<file path="config.mk">
export PLATFORM = sky130hd
export DESIGN_NAME = cac_card
export DESIGN_NICKNAME = d
export VERILOG_FILES = /design/src/cac_pkg.sv /design/src/cac_card.sv
export VERILOG_INCLUDE_DIRS = /design/src
export SDC_FILE = /design/constraint.sdc
export NUM_CORES = 1
export LEC_CHECK = 0
export ABC_AREA = 1
export BUFFER_PORTS_ARGS = -buffer_cell sky130_fd_sc_hd__buf_2
export CAP_MARGIN = 20
export CORE_MARGIN = 10
export CORE_UTILIZATION = 50
export CTS_CLUSTER_DIAMETER = 150
export DETAILED_ROUTE_END_ITERATION = 8
export HOLD_SLACK_MARGIN = 0.06
export PLACE_DENSITY = 0.78
export SLEW_MARGIN = 20
export SYNTH_ARGS = -nofsm -noshare
export SYNTH_HDL_FRONTEND = slang
export SYNTH_SLANG_ARGS = --single-unit
export TNS_END_PERCENT = 5
</file>
<file path="constraint.sdc">
create_clock -name clock_i -period 4.1 [get_ports clock_i]
set_clock_uncertainty 0.15 [all_clocks]
set_input_delay 1.23 -clock clock_i [delete_from_list [all_inputs] [get_ports clock_i]]
set_output_delay 1.23 -clock clock_i [all_outputs]
set_load 0.01 [all_outputs]
</file>
<file path="src/cac_consts.svh">
`ifndef CAC_CONSTS_SVH
`define CAC_CONSTS_SVH
// ----------------------------------------
// link timing, counted in card clock edges and character bit positions
// ----------------------------------------
`define CAC_ETU_DEF    9'h174
`define CAC_ATR_DELAY  11'h3E8
`define CAC_LAST_BIT   4'hB
`define CAC_LAST_DRV   4'h9
// ----------------------------------------
// answer-to-reset bytes
// ----------------------------------------
`define CAC_TS         8'h3B
`define CAC_T0         8'h97
`define CAC_TD1        8'h80
`define CAC_TD2        8'h1F
`define CAC_CAT        8'h80
`define CAC_TAG_CDS    8'h31
`define CAC_TAG_CAP    8'h73
`define CAC_ATR_LAST   4'hD
`define CAC_IDX_TA1    4'h2
`define CAC_IDX_TD2    4'h4
`define CAC_IDX_TA3    4'h5
`define CAC_IDX_CAT    4'h6
`define CAC_IDX_CDS    4'h7
`define CAC_IDX_CAP    4'h9
// ----------------------------------------
// transmission factor codes
// ----------------------------------------
`define CAC_FI_372     4'h1
`define CAC_DI_1       4'h1
`define CAC_FI_512     4'h9
`define CAC_DI_8       4'h4
`define CAC_DI_16      4'h5
`define CAC_DI_64      4'h7
`define CAC_TA1_DEF    8'h11
`endif

</file>
<file path="src/cac_pkg.sv">
package cac_pkg;
  typedef struct packed {
    logic [4:0]  classes;
    logic [3:0]  fi;
    logic [3:0]  di;
    logic [7:0]  cds;
    logic [23:0] caps;
  } cac_cfg_t;

  typedef struct packed {
    logic       valid;
    logic [7:0] data;
  } cac_byte_t;

  typedef enum logic [1:0] {
    CAC_IDLE,
    CAC_WAIT,
    CAC_ATR,
    CAC_APP
  } cac_state_t;
endpackage

</file>
<file path="src/cac_card.sv">
`timescale 1ns/1ps
`default_nettype none
`include "cac_consts.svh"

module cac_card #(
  parameter logic [8:0] ETU_CLKS = `CAC_ETU_DEF
) (
  input  wire logic              clock_i,
  input  wire logic              rst_n_i,
  input  wire logic              card_clk_i,
  input  wire logic              card_rst_n_i,
  input  wire logic              io_i,
  output logic                   io_o,
  output logic                   io_oe_o,
  input  wire cac_pkg::cac_cfg_t cfg_i,
  input  wire cac_pkg::cac_byte_t tx_i,
  output logic                   tx_ready_o,
  output logic                   atr_done_o,
  output logic                   cfg_err_o
);
  import cac_pkg::*;

  // ----------------------------------------
  // pin synchronisers
  // ----------------------------------------
  logic       cclk_s1_q, cclk_s2_q, cclk_s3_q;
  logic       crst_s1_q, crst_s2_q;
  logic       io_s1_q, io_s2_q;
  logic       cedge_w;

  always_ff @(posedge clock_i) begin
    if (!rst_n_i) begin
      cclk_s1_q <= 1'b0;
      cclk_s2_q <= 1'b0;
      cclk_s3_q <= 1'b0;
      crst_s1_q <= 1'b0;
      crst_s2_q <= 1'b0;
      io_s1_q   <= 1'b1;
      io_s2_q   <= 1'b1;
    end else begin
      cclk_s1_q <= card_clk_i;
      cclk_s2_q <= cclk_s1_q;
      cclk_s3_q <= cclk_s2_q;
      crst_s1_q <= card_rst_n_i;
      crst_s2_q <= crst_s1_q;
      io_s1_q   <= io_i;
      io_s2_q   <= io_s1_q;
    end
  end

  // etu and delay count rising card clock edges only
  assign cedge_w = cclk_s2_q && !cclk_s3_q;

  // ----------------------------------------
  // configuration check
  // ----------------------------------------
  cac_cfg_t   cfg_q;
  logic [5:0] cls_w, run_w;
  logic       cls_ok_w, pair_ok_w;
  logic [7:0] ta1_w, ta3_w;

  // settings are taken while the card is held in reset
  always_ff @(posedge clock_i) begin
    if (!rst_n_i) begin
      cfg_q <= '0;
    end else if (!crst_s2_q) begin
      cfg_q <= cfg_i;
    end
  end

  always_comb begin
    // a legal class set is one unbroken run of ones
    cls_w     = {1'b0, cfg_q.classes};
    run_w     = cls_w | (cls_w - 6'h01);
    cls_ok_w  = (cls_w != 6'h00) && (((run_w + 6'h01) & run_w) == 6'h00);
    pair_ok_w = ((cfg_q.fi == `CAC_FI_372) && (cfg_q.di == `CAC_DI_1)) ||
                ((cfg_q.fi == `CAC_FI_512) &&
                 ((cfg_q.di == `CAC_DI_8) || (cfg_q.di == `CAC_DI_16) ||
                  (cfg_q.di == `CAC_DI_64)));
    // unsupported pairs fall back to the default factors
    ta1_w     = pair_ok_w ? {cfg_q.fi, cfg_q.di} : `CAC_TA1_DEF;
    ta3_w     = {3'b000, cfg_q.classes};
  end

  always_ff @(posedge clock_i) begin
    if (!rst_n_i) begin
      cfg_err_o <= 1'b0;
    end else begin
      cfg_err_o <= !cls_ok_w || !pair_ok_w;
    end
  end

  // ----------------------------------------
  // sequencer
  // ----------------------------------------
  cac_state_t  state_q;
  logic [10:0] dly_q;
  logic [3:0]  idx_q;
  logic [7:0]  tck_q;
  logic [7:0]  byte_w;
  logic        busy_q;
  logic        ld_w;

  always_comb begin
    case (idx_q)
      4'h0:    byte_w = `CAC_TS;
      4'h1:    byte_w = `CAC_T0;
      4'h2:    byte_w = ta1_w;
      4'h3:    byte_w = `CAC_TD1;
      4'h4:    byte_w = `CAC_TD2;
      4'h5:    byte_w = ta3_w;
      4'h6:    byte_w = `CAC_CAT;
      4'h7:    byte_w = `CAC_TAG_CDS;
      4'h8:    byte_w = cfg_q.cds;
      4'h9:    byte_w = `CAC_TAG_CAP;
      4'hA:    byte_w = cfg_q.caps[23:16];
      4'hB:    byte_w = cfg_q.caps[15:8];
      4'hC:    byte_w = cfg_q.caps[7:0];
      default: byte_w = tck_q;
    endcase
  end

  // a new character starts only on an idle, released line
  assign ld_w = !busy_q && io_s2_q &&
                (state_q == CAC_ATR || (state_q == CAC_APP && tx_i.valid));
  assign tx_ready_o = (state_q == CAC_APP) && !busy_q && io_s2_q;

  always_ff @(posedge clock_i) begin
    if (!rst_n_i || !crst_s2_q) begin
      state_q <= CAC_IDLE;
      dly_q   <= 11'h000;
    end else begin
      case (state_q)
        CAC_IDLE: begin
          state_q <= CAC_WAIT;
          dly_q   <= 11'h000;
        end
        CAC_WAIT: begin
          if (cedge_w) begin
            dly_q <= dly_q + 11'h001;
            if (dly_q == `CAC_ATR_DELAY) begin
              state_q <= CAC_ATR;
            end
          end
        end
        CAC_ATR: begin
          if (ld_w && idx_q == `CAC_ATR_LAST) begin
            state_q <= CAC_APP;
          end
        end
        CAC_APP: state_q <= CAC_APP;
        default: state_q <= CAC_IDLE;
      endcase
    end
  end

  // check byte covers everything after the initial character
  always_ff @(posedge clock_i) begin
    if (!rst_n_i || !crst_s2_q) begin
      idx_q <= 4'h0;
      tck_q <= 8'h00;
    end else if (ld_w && state_q == CAC_ATR) begin
      idx_q <= idx_q + 4'h1;
      if (idx_q != 4'h0) begin
        tck_q <= tck_q ^ byte_w;
      end
    end
  end

  logic atr_done_q;
  always_ff @(posedge clock_i) begin
    if (!rst_n_i || !crst_s2_q) begin
      atr_done_q <= 1'b0;
    end else if (state_q == CAC_APP && !busy_q) begin
      atr_done_q <= 1'b1;
    end
  end
  assign atr_done_o = atr_done_q;

  // ----------------------------------------
  // character transmitter
  // ----------------------------------------
  // factors stay at the default etu: negotiation is handled elsewhere
  logic [9:0] sh_q;
  logic [3:0] bit_q;
  logic [8:0] etu_q;
  logic       oe_q;
  logic [7:0] src_w;

  assign src_w = (state_q == CAC_ATR) ? byte_w : tx_i.data;

  always_ff @(posedge clock_i) begin
    if (!rst_n_i || !crst_s2_q) begin
      busy_q <= 1'b0;
      oe_q   <= 1'b0;
      sh_q   <= 10'h3FF;
      bit_q  <= 4'h0;
      etu_q  <= 9'h000;
    end else if (ld_w) begin
      busy_q <= 1'b1;
      oe_q   <= 1'b1;
      sh_q   <= {^src_w, src_w, 1'b0};
      bit_q  <= 4'h0;
      etu_q  <= 9'h000;
    end else if (busy_q && cedge_w) begin
      if (etu_q == ETU_CLKS - 9'h001) begin
        etu_q <= 9'h000;
        sh_q  <= {1'b1, sh_q[9:1]};
        if (bit_q == `CAC_LAST_DRV) begin
          oe_q <= 1'b0;
        end
        if (bit_q == `CAC_LAST_BIT) begin
          busy_q <= 1'b0;
        end else begin
          bit_q <= bit_q + 4'h1;
        end
      end else begin
        etu_q <= etu_q + 9'h001;
      end
    end
  end

  assign io_o    = sh_q[0];
  assign io_oe_o = oe_q;

  logic ld_atr_w;
  assign ld_atr_w = ld_w && state_q == CAC_ATR;
endmodule // cac_card

`default_nettype wire

</file>
# Word level (Yosys, flattened, before mapping)
# Index checks and enable logic that the tools add are counted.
[totals] register_bits=104 latch_bits=0 ram_bits=0 romBits=0 in_bits=59 output_inout_bits=5 elab_cells=127 n_memories=0
[classes] n_addsub=6 n_mul=0 div_mod_pow=0 order_cmp=0 n_eq_ne=29 n_shift=0 mux=21 bitwise=4 reduce_logical=44
[op_table] cell="$pmux W8 S12" count=1
[op_table] cell="$eq A4 B4 Y1 const B" count=9
[op_table] cell="$mux W10" count=3
[op_table] cell="$eq A4 B3 Y1 const B" count=7
[op_table] cell="$pmux W11 S2" count=1
[op_table] cell="$mux W8" count=2
[op_table] cell="$eq A4 B1 Y1 const B" count=3
[op_table] cell="$logic_and A1 B1 Y1" count=12
[op_table] cell="$reduce_and A3 Y1" count=4
[op_table] cell="$add A11 B1 Y11 const B" count=1
[op_table] cell="$eq A11 B10 Y1 const B" count=1
[op_table] cell="$mux W11" count=1
[op_table] cell="$reduce_bool A2 Y1" count=5
[op_table] cell="$add A9 B1 Y9 const B" count=1
[op_table] cell="$eq A9 B9 Y1 const B" count=1
[op_table] cell="$mux W9" count=1
[op_table] cell="$add A4 B1 Y4 const B" count=2
[op_table] cell="$eq A4 B2 Y1 const B" count=2
[op_table] cell="$mux W1" count=8
[op_table] cell="$pmux W2 S4" count=1
[op_table] cell="$reduce_xor A8 Y1" count=1
[op_table] cell="$xor A8 B8 Y8" count=1
[op_table] cell="$add A6 B1 Y6 const B" count=1
[op_table] cell="$and A6 B6 Y6" count=1
[op_table] cell="other kinds (16)" count=34

# Logic depth before layout (Yosys ltp)
# Gate-level depths: netlist of the first run.
[depth] depth_word=10 mapped_depth=22 ltp_nobuf=21

# Worst setup path before layout of the first run
# No wires, ideal clock.
[synth_timing] path_kind="in2reg" from="input tx_i[8] (netlist bit)" to="register etu_q[5]" setup_ns=0.058 t_arrival_ns=2.289 required_ns=3.892 slack_ns=1.603 stages=8 n_path_buf=0 path_cell_list="o21ai_2 > inv_1 > nor2_1 > inv_1 > nor2_1 > inv_1 > nor2_1 > o21a_1"
[synth_between] elab_chain_len=4
[synth_lines] item="start: declaration" line_no="cac_card.sv:16" text="input wire cac_pkg::cac_byte_t tx_i,"
[synth_lines] item="$logic_and A1 B1 Y1" line_no="cac_card.sv:125" text="(state_q == CAC_ATR || (state_q == CAC_APP && tx_i.valid));"
[synth_lines] item="$logic_or A1 B1 Y1" line_no="cac_card.sv:125"
[synth_lines] item="$logic_and A1 B1 Y1" line_no="cac_card.sv:124" text="assign ld_w = !busy_q && io_s2_q &&"
[synth_lines] item="$reduce_or A2 Y1 (no line)"
[synth_lines] item="end signal: assignment" line_no="cac_card.sv:218" text="etu_q <= etu_q + 9'h001;"
[synth_lines] item="end: declaration" line_no="cac_card.sv:186" text="logic [8:0] etu_q;"
# Every way passes these cells.
# A chain may end at the register's enable or synchronous reset.

# Final worst setup path of the first run
[layout_timing] from="register idx_q[0]" to="register sh_q[9]"
[layout_between] elab_chain_len=6 word_cells_on_any_way=18 classes_between="eq/ne (12); mux (3); reduce/logical (3)"
[layout_lines] item="start: declaration" line_no="cac_card.sv:98" text="logic [3:0] idx_q;"
[layout_lines] item="start signal: assignment" line_no="cac_card.sv:163" text="idx_q <= idx_q + 4'h1;"
[layout_lines] item="$eq A4 B3 Y1 / $eq A4 B2 Y1 (equally long branches)" line_no="cac_card.sv:105" text="case (idx_q)"
[layout_lines] item="$reduce_or A2 Y1 (no line)"
[layout_lines] item="$pmux W8 S12 *" line_no="cac_card.sv:105"
[layout_lines] item="$mux W8 *" line_no="cac_card.sv:190" text="assign src_w = (state_q == CAC_ATR) ? byte_w : tx_i.data;"
[layout_lines] item="$reduce_xor A8 Y1 *" line_no="cac_card.sv:202" text="sh_q <= {^src_w, src_w, 1'b0};"
[layout_lines] item="$mux W10 *" line_no="cac_card.sv:199" text="end else if (ld_w) begin"
[layout_lines] item="end signal: assignment" line_no="cac_card.sv:202"
[layout_lines] item="end signal: assignment" line_no="cac_card.sv:208" text="sh_q <= {1'b1, sh_q[9:1]};"
[layout_lines] item="end: declaration" line_no="cac_card.sv:184" text="logic [9:0] sh_q;"
# Every way passes the cells marked *; elsewhere a longest branch is shown, timed or not.

==> results of run 1 <==
[layout make-up]
| cell class | count | area, um^2 | area share (%) |
|---|---|---|---|
| Clock buffer | 10 | 128 | 2.18 |
| Inverter | 101 | 379 | 6.47 |
| Sequential cell | 104 | 2080 | 35.5 |
| Clock inverter | 6 | 51.3 | 0.876 |
| Multi-Input combinational cell | 555 | 2700 | 46.0 |
| Timing Repair Buffer | 68 | 353 | 6.02 |
| Tap cell | 136 | 170 | 2.90 |
[sequential cells by signal, indices dropped and copies added (netlist names), 2 cells and up]
| register | count |
|---|---|
| bit_q | 4 |
| cfg_q | 45 |
| dly_q | 11 |
| etu_q | 9 |
| idx_q | 4 |
| sh_q | 10 |
| state_q | 2 |
| tck_q | 8 |
[cell families (layout without fill, tap and decap cells)]
kind of cell	after synthesis	after routing	synth area share (%)
simple gates	406	406	34.6
fa+ha+maj	9	9	2.13
compound gates	140	140	14.2
buf+inv	129	185	9.65
flops	104	104	39.4
[metrics by stage]
stage                     setup slack [ns]  power (uW)  std cells  hold WS [ns]
final                                 1.33        1790        980         0.274
after global routing                  1.03        1880        980         0.296
after CTS                             1.35        1810        980         0.278
after detailed placement              1.17        1210        964         0.253
after global placement                1.23        1210        964         0.245
after floorplan                       1.60        1160        788         0.240
[power by group through the flow]
stage / registers, uW / logic [uW] / clock network (uW)
floorplan: 1080 / 78.8 / 0
global placement: 1090 / 121 / 0
detailed placement: 1090 / 124 / 0
CTS: 1060 / 124 / 620
global route: 1070 / 145 / 665
finish: 1060 / 123 / 603
[cell usage after synthesis]
cell type,n
clkbuf_1,21
buf_2,3
nand2_2,6
o31ai_1,1
nand3b_1,1
inv_1,95
nand3_2,2
o21ai_2,2
nor4_1,2
o21ai_0,73
a221oi_1,1
nand3_4,1
nor2_1,123
o21ai_1,1
o22ai_1,1
buf_4,2
ha_1,9
nor2_8,2
o21bai_1,1
nand2_1,151
o211ai_1,1
o2bb2ai_1,1
a32o_1,1
o311ai_0,1
nor2_2,4
o21a_1,3
a21oi_1,45
a22oi_1,1
inv_2,5
and3_1,3
clkinv_1,1
nor3b_1,6
nand4_1,27
a211oi_1,1
a31oi_1,6
nand3_1,45
nor3_1,22
nor2_4,1
or2_2,10
dfxtp_1,104
buf_6,2
[worst reg2reg max path, delay by kind of cell (launching register included)]
kind / cells / cell delay (ns)
AND/OR/NAND/NOR: 16 / 1.30
adder cells (fa/ha/maj): 1 / 0.43
buffers and inverters: 4 / 0.43
flip-flops: 1 / 0.36
[worst min path at each step]
stage	slack (ns)	cells after the start	end
floorplan	0.24	2	cclk_s2_q
global placement	0.25	1	io_s2_q
detailed placement	0.25	1	io_s2_q
CTS	0.28	1	io_s2_q
global route	0.30	1	io_s2_q
finish	0.27	2	cclk_s2_q
[layer usage]
metal / part of all wire [%] / vias up
met4: 1.4 / 0
met3: 4.7 / 21
li1: - / 2662
met5: 0 / -
met1: 47 / 2202
met2: 47 / 93
==> impl_metrics.py, run 1 <==
metrics = {
    "yosys": {
        "synth.top_cell.area_share_pct": 39.4,
        "synth_top_area_cell": "dfxtp_1",
        "synth_seq_cells": 104,
        "synth_area_mm2": 0.00529,
        "synthTopCellsByArea": "dfxtp_1, nand2_1, nor2_1, o21ai_0, inv_1",
        "syn_nets": 856,
        "ys_warn_count": 0,
        "syn_area_per_cell_um2": 6.71,
        "synth_cell_types": 41,
        "syn_inst": 788,
        "yosysSeqAreaShare_pct": 39.4,
    },
    "clock_tree": {
        "holdBufCountCts": 0,
        "max-clock-path-buffers": 2,
        "cts_root_buf": "clkbuf_8",
        "tritoncts": "built",
        "clk_pin_slew_worst_paths_ns": 0.11,
        "cts_resized": 0,
        "h-tree-depth": 3,
        "numCtsBuffers": 9,
        "clock_latency_ns": 0.38,
        "cts_sinks": 104,
        "post_cts_buffers": 0,
    },
    "setup_path": {
        "r2r.worst_path.cells": 21,
        "crit_family": "simple AND/OR/NAND/NOR gates",
        "cp.arrival_ns": 2.91,
        "cp_data_required_time_ns": 4.24,
        "path_class": "reg -> reg",
        "crit_buf_inv": 4,
        "cp-endpoint": "sh_q[9]",
        "r2r-start": "idx_q[0]",
        "end_kind": "flop",
        "rrSetupSlack_ns": 1.33,
        "crit_chain": "inv_1 -> ha_1 -> inv_1 -> nor2_4 -> nand2_1 -> nand2_1 -> nor2_1 -> nand2_1 -> nor2_1 -> nand2_1 -> nand2_1 -> nand2_1 -> nand2_1 -> nand2_1 -> nand2_1 -> inv_1 -> nor2_1 -> nand2_1 -> nand3_1 -> nand2_1 -> inv_1",
        "cp-start-kind": "flop",
        "crit_cells": 21,
        "cpMostUsedCell": "nand2_1",
        "reg2reg_to": "sh_q[9]",
        "crit_start": "idx_q[0]",
        "cp_max_fo": 12,
        "worst_path_largest_cell_delay_ns": 0.43,
        "cp_slowest_cell": "ha_1",
    },
    "drt": {
        "wl_per_cell_um": 12.4,
        "remaining_drc_errors": 0,
        "avgViaCountPerCell": 5.08,
        "drt-initial-drc-count": 298,
        "wl_um": 12200,
        "firstDrtPassIters": 5,
        "ant_nets": 0,
        "vias": 4978,
    },
    "timing": {
        "slew_headroom_pct": 42.9,
        "max_freq_mhz": 361,
        "post-route-min-period_ns": 2.77,
        "period_share_pct": 67.6,
        "fin_tns_setup_ns": 0,
        "hold_viol": 0,
        "worst_slew_pin_slew_ns": 0.855,
        "slew_violations": 0,
        "finalSetupViolCount": 0,
        "rsz0062_at_grt": "no",
    },
    "layout": {
        "num-fill-cells": 1028,
        "drive_above_1_share_pct": 13.7,
        "finish.instance_area_mm2": 0.00586,
        "fin_util_pct": 56.8,
        "layout_commonest_cell": "nand2_1",
        "area_delta_synth_final_pct": 10.8,
        "fin_nets": 907,
        "layout_common_cells": "nand2_1, nor2_1, dfxtp_1, inv_1, o21ai_0",
        "n_antenna_cell": 0,
    },
    "grt": {
        "globalRouteMet2Util_pct": 28.3,
        "top_usage_layer": "met2",
        "grt_antenna_before_repair": 0,
        "first_global_vias": 4852,
        "grtUsageMet1_pct": 20.4,
        "gr-usage-all-layers_pct": 16.6,
        "grt_max_degree": 63,
        "grt_pass1_wl_um": 21000,
        "grt_use_met3_pct": 3.67,
        "gr-total-overflow": 0,
    },
    "place": {
        "port_buffers": 63,
        "placed_cell_area_mm2": 0.00568,
        "dp_hpwl_um": 9250,
        "place_congestion": 0.862,
    },
    "power": {
        "power_density_mw_per_mm2": 305,
        "netSwitchingFraction_pct": 25.8,
        "clkPwrFrac_pct": 33.7,
        "share_seq_of_total_power_pct": 59.4,
        "p_sw_uw": 462,
        "p_int_uw": 1330,
        "p_comb_share_pct": 6.9,
        "p_leak_uw": 0.00266,
        "peakVddDrop_mv": 0.200,
    },
    "flow_run": {
        "maxCapViolCount": 0,
    },
    "floorplan": {
        "fp.dieH_um": 123,
        "rows": 37,
        "core_area_mm2": 0.0103,
        "start_util_pct": 51.2,
        "dieWidth_um": 123,
        "dieArea_mm2": 0.0151,
        "io_pins": 64,
    },
    "worst_hold_path": {
        "hp-start": "cclk_s1_q",
        "hold_path_class": "reg -> reg",
    },
    "run_status": {
        "status": "complete, no violations",
    },
}
Power figures use the tool's default switching activity.
==> run 2, diff against run 1 <==
==> constraint.sdc (replaced) <==
create_clock -name clock_i -period 2.86 [get_ports clock_i]
set_clock_uncertainty 0.15 [all_clocks]
set_input_delay 0.858 -clock clock_i [delete_from_list [all_inputs] [get_ports clock_i]]
set_output_delay 0.858 -clock clock_i [all_outputs]
set_load 0.01 [all_outputs]
==> impl_metrics.py, run 2 (same netlist as run 1, synthesis figures left out) <==
metrics = {
    "layout": {
        "layout_common_cells": "nand2_1, nor2_1, dfxtp_1, inv_1, o21ai_0",
        "fin_util_pct": 57.1,
        "multi_input_area_mm2": 0.00270,
        "finish.instance_area_mm2": 0.00590,
        "area_delta_synth_final_pct": 11.5,
        "drive_above_1_share_pct": 14.3,
        "n_antenna_cell": 0,
        "register_area_mm2": 0.00208,
        "layout_commonest_cell": "nand2_1",
        "fin_nets": 910,
        "largest_reg_flops": 45,
        "final_cells": 983,
        "largest_register": "cfg_q",
        "largest_registers": "cfg_q x45, dly_q x11, sh_q x10",
        "num-fill-cells": 1010,
    },
    "timing": {
        "slew_headroom_pct": 43.3,
        "max_freq_mhz": 387,
        "worst_slew_pin_slew_ns": 0.850,
        "finalSetupViolCount": 0,
        "post-route-min-period_ns": 2.59,
        "rsz0062_at_grt": "no",
        "fin_tns_setup_ns": 0,
        "hold_viol": 0,
        "slew_violations": 0,
        "period_share_pct": 90.4,
    },
    "setup_path": {
        "cp-start-kind": "flop",
        "crit_chain": "inv_1 -> ha_1 -> inv_2 -> nor2_4 -> nand2_1 -> nand2_1 -> nor2_1 -> nand2_1 -> nor2_1 -> nand2_1 -> nand2_1 -> nand2_1 -> nand2_1 -> nand2_1 -> nand2_1 -> inv_1 -> nor2_1 -> nand2_1 -> nand3_1 -> nand2_1 -> inv_1",
        "cpMostUsedCell": "nand2_1",
        "end_kind": "flop",
        "path_class": "reg -> reg",
        "crit_start": "idx_q[1]",
        "reg2reg_to": "sh_q[9]",
        "r2r-start": "idx_q[1]",
        "rrSetupSlack_ns": 0.27,
        "cp-endpoint": "sh_q[9]",
        "cp_slowest_cell": "ha_1",
        "r2r.worst_path.cells": 21,
        "worst_path_largest_cell_delay_ns": 0.42,
        "cp.arrival_ns": 2.72,
        "cp_max_fo": 12,
        "cp_data_required_time_ns": 3.00,
    },
    "clock_tree": {
        "clock_latency_ns": 0.38,
        "post_cts_buffers": 0,
        "cts_resized": 0,
        "cts_root_buf": "clkbuf_8",
        "h-tree-depth": 3,
        "numCtsBuffers": 9,
        "cts_sinks": 104,
        "tritoncts": "built",
        "max-clock-path-buffers": 2,
        "holdBufCountCts": 0,
        "clk_pin_slew_worst_paths_ns": 0.11,
    },
    "grt": {
        "first_global_vias": 4655,
        "grt_antenna_before_repair": 0,
        "grt_pass1_wl_um": 20800,
        "gr-total-overflow": 0,
        "grt_max_degree": 63,
        "gr-usage-all-layers_pct": 16.4,
    },
    "drt": {
        "wl_per_cell_um": 12.6,
        "vias": 5077,
        "wl_um": 12400,
        "drt-initial-drc-count": 355,
        "ant_nets": 0,
        "avgViaCountPerCell": 5.16,
        "firstDrtPassIters": 7,
        "remaining_drc_errors": 0,
    },
    "power": {
        "p_leak_uw": 0.00269,
        "power_density_mw_per_mm2": 446,
        "peakVddDrop_mv": 0.262,
    },
    "floorplan": {
        "rows": 37,
        "start_util_pct": 51.2,
        "dieArea_mm2": 0.0151,
        "io_pins": 64,
        "fp.dieH_um": 123,
        "core_area_mm2": 0.0103,
        "dieWidth_um": 123,
    },
    "place": {
        "dp_hpwl_um": 9330,
        "placed_cell_area_mm2": 0.00570,
        "port_buffers": 63,
        "place_congestion": 0.913,
        "dpl.cell_count": 967,
    },
    "flow_run": {
        "maxCapViolCount": 0,
    },
    "worst_hold_path": {
        "hold_path_class": "reg -> reg",
        "hp-start": "cclk_s1_q",
    },
    "run_status": {
        "status": "complete, no violations",
    },
}
run 2: cell count changes in the layout (fill, tap and decap cells not counted):
cell / delta
inv_2: +1
inv_6: +3
buf_4: +3
clkinv_2: -1
clkbuf_8: +1
inv_1: -1
clkbuf_1: -1
clkinv_4: -2
run 2: critical path, delay by kind of cell, from the launching register on:
family | cells | cell delay [ns]
buf+inv | 4 | 0.34
fa+ha+maj | 1 | 0.42
flops | 1 | 0.36
simple gates | 16 | 1.25
run 2: cell type report:
class | instances | area share, %
multi-input cells | 555 | 45.7
flip-flops and latches | 104 | 35.3
inverters | 101 | 6.43
repair buffers | 71 | 6.37
well taps | 136 | 2.89
clock buffers | 10 | 2.33
clock inverters | 6 | 0.934
run 2: per-layer routing:
metal	up-vias	part of all wire, %	global-route usage (%)
met3	19	4.5	3.44
met1	2270	48	21.0
li1	2673	-	-
met5	-	0	0
met4	0	1.3	4.49
met2	115	47	27.4
run 2: power by group:
group,switching [uW],internal (uW)
Clock,564,363
Combinational,102,75.9
Sequential,27.2,1500
run 2: worst min path at each step:
| stage | to | slack (ns) | depth (start not counted) |
|---|---|---|---|
| floorplan | cclk_s2_q | 0.24 | 2 |
| global placement | crst_s2_q | 0.24 | 2 |
| detailed placement | crst_s2_q | 0.25 | 2 |
| CTS | cclk_s2_q | 0.27 | 2 |
| global route | crst_s2_q | 0.30 | 2 |
| finish | cclk_s2_q | 0.27 | 2 |
run 2: stage by stage:
stage | power, uW | setup slack [ns] | hold slack [ns]
6_report | 2630 | 0.275 | 0.267
5_1_grt | 2730 | 0.0164 | 0.300
4_1_cts | 2640 | 0.243 | 0.274
3_5_place_dp | 1740 | 0.282 | 0.249
3_3_place_gp | 1730 | 0.297 | 0.243
2_1_floorplan | 1660 | 0.693 | 0.240
